## src/hdl/sld_pkg.sv

```systemverilog
// Purpose: shared constants for the serial-in latched driver
// Assumes: one 25 MHz system clock
// Notes:   pin inputs are asynchronous and synchronised in the top
package sld_pkg;
    localparam int          SLD_STAGES      = 8;
    localparam int          SLD_CNT_W       = 3;
    localparam int          SLD_SYNC_DEPTH  = 2;
    localparam logic [7:0]  SLD_SHREG_RESET = 8'h00;
    localparam logic [7:0]  SLD_LATCH_RESET = 8'h00;
    localparam logic [7:0]  SLD_DRIVE_OFF   = 8'h00;
    localparam logic [2:0]  SLD_CNT_LAST    = 3'h7;
    localparam logic [2:0]  SLD_CNT_ONE     = 3'h1;
    localparam logic [2:0]  SLD_CNT_RESET   = 3'h0;
    localparam int          SLD_CLOCK_HZ    = 25000000;
endpackage

```

## src/hdl/sld_buf2.sv

```systemverilog
// Purpose: two-entry valid/ready buffer for received words
// Assumes: single clock, synchronous active-high reset
// Notes:   full and empty are exact; no word is lost on a stall
`timescale 1ns/1ps
module sld_buf2 #(
    parameter int WIDTH = 8
) (
    // clock and reset
    input  wire logic             clock,
    input  wire logic             reset,
    // fill side
    input  wire logic             in_valid,
    output logic                  in_ready,
    input  wire logic [WIDTH-1:0] in_data,
    // drain side
    output logic                  out_valid,
    input  wire logic             out_ready,
    output logic      [WIDTH-1:0] out_data
);
    logic [WIDTH-1:0] head_reg;
    logic [WIDTH-1:0] head_next;
    logic [WIDTH-1:0] tail_reg;
    logic [WIDTH-1:0] tail_next;
    logic [1:0]       count_reg;
    logic [1:0]       count_next;
    logic             valid_reg;
    logic             valid_next;
    logic             push;
    logic             pop;

    assign in_ready  = (count_reg != 2'h2);
    assign out_valid = valid_reg;
    assign out_data  = head_reg;
    assign push      = in_valid && in_ready;
    assign pop       = out_valid && out_ready;

    always_comb
    begin
        head_next  = head_reg;
        tail_next  = tail_reg;
        count_next = count_reg;
        case ({push, pop})
            2'b10:
            begin
                if (count_reg == 2'h0)
                    head_next = in_data;
                else
                    tail_next = in_data;
                count_next = count_reg + 2'h1;
            end
            2'b01:
            begin
                head_next  = tail_reg;
                count_next = count_reg - 2'h1;
            end
            2'b11:
            begin
                if (count_reg == 2'h1)
                    head_next = in_data;
                else
                begin
                    head_next = tail_reg;
                    tail_next = in_data;
                end
            end
            default:
            begin
                head_next = head_reg;
            end
        endcase
        valid_next = (count_next != 2'h0);
    end

    always_ff @(posedge clock)
    begin
        if (reset)
        begin
            head_reg  <= '0;
            tail_reg  <= '0;
            count_reg <= 2'h0;
            valid_reg <= 1'b0;
        end
        else
        begin
            head_reg  <= head_next;
            tail_reg  <= tail_next;
            count_reg <= count_next;
            valid_reg <= valid_next;
        end
    end
endmodule

```

## src/hdl/sld_top.sv

```systemverilog
// Purpose: eight-stage serial-in shift register, latches and output drivers
// Assumes: 25 MHz clock; pin inputs asynchronous, two-flop synchronised
// Notes:   completed bytes also leave through a two-entry buffer
// Operation
// - shift clock rise captures data into stage one
// - later rises move bits toward serial output
// - strobe high copies each stage into latch
// - latches stay transparent while strobe high
// - disable high turns all eight drivers off
// - disable never alters latches or shift register
// - disable low lets latches drive outputs
// - eight stages, eight latches, eight drivers
// - serial output chains into next device
`timescale 1ns/1ps
module sld_top
    import sld_pkg::*;
(
    // clock and reset
    input  wire logic                  clock,
    input  wire logic                  reset,
    // host pins
    input  wire logic                  serial_data,
    input  wire logic                  shift_clock,
    input  wire logic                  strobe,
    input  wire logic                  output_disable,
    // driver and chain outputs
    output logic [sld_pkg::SLD_STAGES-1:0] drive_on,
    output logic                       serial_out,
    // received byte stream
    output logic                       word_valid,
    input  wire logic                  word_ready,
    output logic [sld_pkg::SLD_STAGES-1:0] word_data,
    output logic                       word_overrun
);
    import sld_pkg::*;

    logic [SLD_SYNC_DEPTH-1:0] data_sync_reg;
    logic [SLD_SYNC_DEPTH-1:0] clk_sync_reg;
    logic [SLD_SYNC_DEPTH-1:0] stb_sync_reg;
    logic [SLD_SYNC_DEPTH-1:0] dis_sync_reg;
    logic                      clk_prev_reg;
    logic                      data_s;
    logic                      clk_s;
    logic                      stb_s;
    logic                      dis_s;
    logic                      edge_seen;

    logic [SLD_STAGES-1:0]     shreg_reg;
    logic [SLD_STAGES-1:0]     shreg_next;
    logic [SLD_STAGES-1:0]     latch_reg;
    logic [SLD_STAGES-1:0]     latch_next;
    logic [SLD_STAGES-1:0]     drive_reg;
    logic [SLD_STAGES-1:0]     drive_next;
    logic                      sout_reg;
    logic                      sout_next;
    logic [SLD_CNT_W-1:0]      cnt_reg;
    logic [SLD_CNT_W-1:0]      cnt_next;
    logic                      ovr_reg;
    logic                      ovr_next;
    logic                      push;
    logic                      buf_ready;

    assign data_s    = data_sync_reg[1];
    assign clk_s     = clk_sync_reg[1];
    assign stb_s     = stb_sync_reg[1];
    assign dis_s     = dis_sync_reg[1];
    assign edge_seen = clk_s && !clk_prev_reg;

    always_ff @(posedge clock)
    begin
        if (reset)
        begin
            data_sync_reg <= '0;
            clk_sync_reg  <= '0;
            stb_sync_reg  <= '0;
            dis_sync_reg  <= '0;
            clk_prev_reg  <= 1'b0;
        end
        else
        begin
            data_sync_reg <= {data_sync_reg[0], serial_data};
            clk_sync_reg  <= {clk_sync_reg[0], shift_clock};
            stb_sync_reg  <= {stb_sync_reg[0], strobe};
            dis_sync_reg  <= {dis_sync_reg[0], output_disable};
            clk_prev_reg  <= clk_s;
        end
    end

    always_comb
    begin
        shreg_next = shreg_reg;
        cnt_next   = cnt_reg;
        if (edge_seen)
        begin
            shreg_next = {shreg_reg[SLD_STAGES-2:0], data_s};
            cnt_next   = cnt_reg + SLD_CNT_ONE;
        end
        // latch follows stages only while strobe high, disable not involved
        latch_next = stb_s ? shreg_reg : latch_reg;
        drive_next = dis_s ? SLD_DRIVE_OFF : latch_reg;
        sout_next  = shreg_next[SLD_STAGES-1];
        push       = edge_seen && (cnt_reg == SLD_CNT_LAST);
        ovr_next   = ovr_reg || (push && !buf_ready);
    end

    always_ff @(posedge clock)
    begin
        if (reset)
        begin
            shreg_reg <= SLD_SHREG_RESET;
            latch_reg <= SLD_LATCH_RESET;
            drive_reg <= SLD_DRIVE_OFF;
            sout_reg  <= 1'b0;
            cnt_reg   <= SLD_CNT_RESET;
            ovr_reg   <= 1'b0;
        end
        else
        begin
            shreg_reg <= shreg_next;
            latch_reg <= latch_next;
            drive_reg <= drive_next;
            sout_reg  <= sout_next;
            cnt_reg   <= cnt_next;
            ovr_reg   <= ovr_next;
        end
    end

    assign drive_on     = drive_reg;
    assign serial_out   = sout_reg;
    assign word_overrun = ovr_reg;

    sld_buf2 #(
        .WIDTH     (SLD_STAGES)
    ) u_buf (
        .clock     (clock),
        .reset     (reset),
        .in_valid  (push),
        .in_ready  (buf_ready),
        .in_data   ({shreg_reg[SLD_STAGES-2:0], data_s}),
        .out_valid (word_valid),
        .out_ready (word_ready),
        .out_data  (word_data)
    );

    property p_capture;
        @(posedge clock) disable iff (reset)
        edge_seen |=> shreg_reg[0] == $past(data_s);
    endproperty
    a_capture: assert property (p_capture) else $error("stage one missed data");

    property p_shift;
        @(posedge clock) disable iff (reset)
        edge_seen |=> shreg_reg[7:1] == $past(shreg_reg[6:0]);
    endproperty
    a_shift: assert property (p_shift) else $error("stages did not shift");

    property p_latch;
        @(posedge clock) disable iff (reset)
        stb_s |=> latch_reg == $past(shreg_reg);
    endproperty
    a_latch: assert property (p_latch) else $error("latch did not load");

    property p_transparent;
        @(posedge clock) disable iff (reset)
        (stb_s && edge_seen) ##1 stb_s |=> latch_reg[0] == $past(data_s, 2);
    endproperty
    a_transparent: assert property (p_transparent) else $error("latch not transparent");

    property p_off;
        @(posedge clock) disable iff (reset)
        dis_s |=> drive_on == SLD_DRIVE_OFF;
    endproperty
    a_off: assert property (p_off) else $error("driver on while disabled");

    property p_keep;
        @(posedge clock) disable iff (reset)
        (dis_s && !stb_s && !edge_seen) |=> $stable(latch_reg) && $stable(shreg_reg);
    endproperty
    a_keep: assert property (p_keep) else $error("disable changed storage");

    property p_follow;
        @(posedge clock) disable iff (reset)
        !dis_s |=> drive_on == $past(latch_reg);
    endproperty
    a_follow: assert property (p_follow) else $error("outputs not from latches");

    property p_hold;
        @(posedge clock) disable iff (reset)
        !stb_s |=> $stable(latch_reg);
    endproperty
    a_hold: assert property (p_hold) else $error("latch moved with strobe low");

    property p_sout;
        @(posedge clock) disable iff (reset)
        serial_out == shreg_reg[SLD_STAGES-1];
    endproperty
    a_sout: assert property (p_sout) else $error("serial out not last stage");

    property p_cov_word;
        @(posedge clock) disable iff (reset)
        push ##[1:3] word_valid;
    endproperty
    c_word: cover property (p_cov_word);

    property p_cov_latch;
        @(posedge clock) disable iff (reset)
        stb_s ##1 !stb_s ##1 !dis_s && (drive_on != SLD_DRIVE_OFF);
    endproperty
    c_latch: cover property (p_cov_latch);

    property p_cov_stall;
        @(posedge clock) disable iff (reset)
        word_valid && !word_ready ##1 !buf_ready;
    endproperty
    c_stall: cover property (p_cov_stall);

    property p_cov_overrun;
        @(posedge clock) disable iff (reset)
        push && !buf_ready ##1 word_overrun;
    endproperty
    c_overrun: cover property (p_cov_overrun);
endmodule

```

## config.mk

```make
export PLATFORM = sky130hd
export DESIGN_NAME = sld_top
export DESIGN_NICKNAME = d
export VERILOG_FILES = /design/src/hdl/sld_pkg.sv /design/src/hdl/sld_buf2.sv /design/src/hdl/sld_top.sv
export SDC_FILE = /design/constraint.sdc
export NUM_CORES = 1
export LEC_CHECK = 0
export ABC_AREA = 1
export BUFFER_PORTS_ARGS = -buffer_cell sky130_fd_sc_hd__buf_4
export CAP_MARGIN = 5
export CORE_ASPECT_RATIO = 1.2
export CORE_MARGIN = 2
export CORE_UTILIZATION = 40
export DETAILED_ROUTE_END_ITERATION = 7
export GPL_TIMING_DRIVEN = 0
export MAX_ROUTING_LAYER = met4
export PLACE_DENSITY = 0.7
export SLEW_MARGIN = 5
export SYNTH_ARGS = -nofsm -noshare
export SYNTH_HDL_FRONTEND = slang
export SYNTH_SLANG_ARGS = --single-unit
```

## constraint.sdc

```tcl
create_clock -name clock -period 1.8 [get_ports clock]
set_input_delay 0.36 -clock clock [delete_from_list [all_inputs] [get_ports clock]]
set_output_delay 0.36 -clock clock [all_outputs]
set_load 0.02 [all_outputs]
```

==> impl_metrics.json <==
{
  "grt_max_degree": 18,
  "tritoncts": "yes",
  "post_synth.cell_area_avg_um2": 7.63,
  "timing.final.hold_violations": 0,
  "clock_skew_ns": 0.00646,
  "route.detailed.wl_per_inst_um": 10.4,
  "static_leakage_nw": 1.20,
  "overflow": 0,
  "synthXorXnorAreaFrac_pct": 0,
  "post-synth-top-area-fraction_pct": 49.5,
  "synthCells": 297,
  "met2_length_mm": 1.92,
  "setup.worst_path.end_class": "register",
  "number_of_nets_still_failing_antenna_checks_after_routing": 0,
  "synth_commonest_cells": "65 x nor2_1, 56 x dfxtp_1, 53 x inv_1",
  "setup_slack_at_placement_ns": -0.213,
  "critPathRequiredTime_ns": 2.01,
  "worstMarginPinSlew_ns": 0.233,
  "maxSlewViolCount": 0,
  "synth_async_sr_flop_share_pct": 0,
  "dominant_cells_by_area_after_synthesis": "dfxtp_1 49%, nor2_1 11%, inv_1 8.8%",
  "synth.yosys.seq_area_share_pct": 49.5,
  "drc": 0,
  "drtPass1Iterations": 4,
  "dominant_combinational_cell_family_by_area_after_synthesis": "simple AND/OR/NAND/NOR gates",
  "ctsHtreeMaxLevel": 2,
  "topRoutingLayerUsed": "met4",
  "post-route-min-period_ns": 1.70,
  "placement.io_buffers": 25,
  "netlist_area_um2": 2270,
  "synth.largest_area_cell": "dfxtp_1",
  "synth_seq_cells": 56,
  "area_growth_syn_to_layout_pct": 21.3,
  "post_syn_nets": 314,
  "grt.total_usage_pct": 14.0,
  "cts-root-buf": "clkbuf_8",
  "worst_ir_drop_on_vdd_v": 0.000338,
  "post_synth_and_or_nand_nor_area_fraction_pct": 22.4,
  "synthAdderAreaFrac_pct": 5.52,
  "number_of_antenna_violations_at_the_first_check_in_global_routing": 0,
  "insertion_delay_ns": 0.30,
  "reg2reg_from": "cnt_reg[0]",
  "layout_cells_sized_above_1_pct": 22.0,
  "design.die.area_um2": 6290,
  "detailedPlacementHpwl_mm": 2.79,
  "synth.most_common_cell": "nor2_1",
  "arrival_time_at_the_worst_endpoint_ns": 1.91,
  "route.vias.total": 1796,
  "m1WireLength_mm": 1.91,
  "setup_slack_after_layout_ns": 0.104,
  "power_density_nw_per_um2": 814,
  "io-pin-count": 26,
  "status": "complete, no violations",
  "netlist-cell-type-count": 22,
  "gpl.final_weighted_congestion": 0.816,
  "worst_hold_launch": "shift_clock",
  "cts.sinks": 56,
  "hold_path.class": "input pin to register",
  "final-setup-viol-count": 0,
  "crit_path_start_kind": "register",
  "die_h_um": 86.5,
  "wire_length_of_the_first_global_routing_pass_mm": 6.73,
  "synth_compound_gate_area_share_pct": 10.5,
  "initial_utilization_pct": 40.8,
  "worstPathMaxFanout": 8,
  "timing.slew.headroom_pct": 84.5,
  "startpoint": "cnt_reg[0]",
  "wl_mm": 4.12,
  "ctsLongestPathBuffers": 2,
  "final_nets": 348,
  "cts_inserted_buffers": 5,
  "initialDrtViolationCount": 206,
  "number_of_global_route_vias_before_repair": 1472,
  "total_power_mw": 2.24,
  "viasPerCell": 4.54,
  "floorplan.rows": 30,
  "synth_flop_cell": "dfxtp_1",
  "setup_repair_after_global_routing_missed_its_margin": "true",
  "synth_warnings": 0,
  "wl_met3_um": 198,
  "clk_pin_slew_ns": 0.10,
  "finalCritPeriodShare_pct": 94.2,
  "worstSetupPathType": "register to register",
  "fmaxAchievable_ghz": 0.590,
  "postCtsSetupRepairBufs": 0,
  "core_area_um2": 5560,
  "synthMuxAreaShare_pct": 0,
  "antenna_cells": 0,
  "synth_enable_flop_cells": 0,
  "x_dimension_of_the_die_um": 72.7,
  "drv.max_cap_violation_count": 0
}
[through the flow]
step	cells	util [%]	TNS, ns	hold WS [ns]	cell area [um^2]
after global placement	386	45.6	-1.58	0.389	2530
after floorplan	297	-	0	0.388	2270
final	396	49.5	0	0.247	2750
after detailed placement	386	45.6	-2.57	0.395	2530
after global routing	396	49.5	-0.0133	0.236	2750
after CTS	394	47.9	0	0.242	2660
[path summary, 6_finish.rpt]
| path | slack [ns] | cells after the start | endpoint |
|---|---|---|---|
| min reg2reg | 0.41 | 2 | clk_sync_reg[1] |
| max | 0.10 | 12 | u_buf.out_data[7] |
| max reg2reg | 0.10 | 12 | u_buf.out_data[7] |
| min | 0.25 | 3 | clk_sync_reg[0] |
[metal layers]
| metal | up-vias | track usage, % |
|---|---|---|
| li1 | 969 | - |
| met1 | 777 | 17.3 |
| met2 | 42 | 22.1 |
| met3 | 8 | 2.79 |
| met4 | 0 | 5.72 |
| met5 | - | - |
[worst max-delay path: stages (launching register included)]
cell and delay [ns]:
dfxtp_4 0.38, ha_4 0.14, ha_4 0.13, nand2_2 0.06, nor2_4 0.17, inv_2 0.08
ha_2 0.18, inv_2 0.09, nand2_4 0.10, inv_6 0.09, nand3_1 0.09, nand2_1 0.07
inv_1 0.03
[cells by family (layout without fill, tap and decap cells)]
family / Yosys count / in the layout
AND/OR/NAND/NOR: 118 / 120
buffers and inverters: 66 / 99
flip-flops: 56 / 56
AO/OA/AOI/OAI: 47 / 47
adder cells (fa/ha/maj): 10 / 10
[power by group]
part,internal (mW),total [mW],switching (mW)
Combinational,0.0496,0.119,0.0697
Sequential,1.27,1.30,0.0231
Clock,0.421,0.820,0.400
[area by class of cell]
type                    instances  area (um^2)
repair buffers                 25          188
fillers                       564         2810
clock inverters                 2         38.8
multi-input cells             177          963
clock buffers                   6         72.6
well taps                      64         80.1
flip-flops and latches         56         1130
inverters                      59          231
plain buffers                   7         46.3
[timing repair]
item	4_1_cts	5_1_grt
gates resized for setup	5	22
pin swaps	0	3
setup endpoints to repair	19	19
gates cloned	0	2
hold buffers	0	0
[placed cells by master (no fill, tap or decap), types with 3 or more instances in the layout]
master,synthesis,layout
ha_4,0,3
o21ai_1,7,10
ha_1,10,4
inv_2,5,6
a21oi_1,17,17
buf_2,3,3
nand2_1,35,32
buf_4,2,27
o21ai_0,22,19
ha_2,0,3
dfxtp_1,56,53
clkbuf_8,0,5
nand2_2,4,6
nand3_2,1,3
inv_1,53,51
nand2_4,2,4
nor2_1,65,64
nand3_1,8,7
Power figures use the tool's default switching activity.
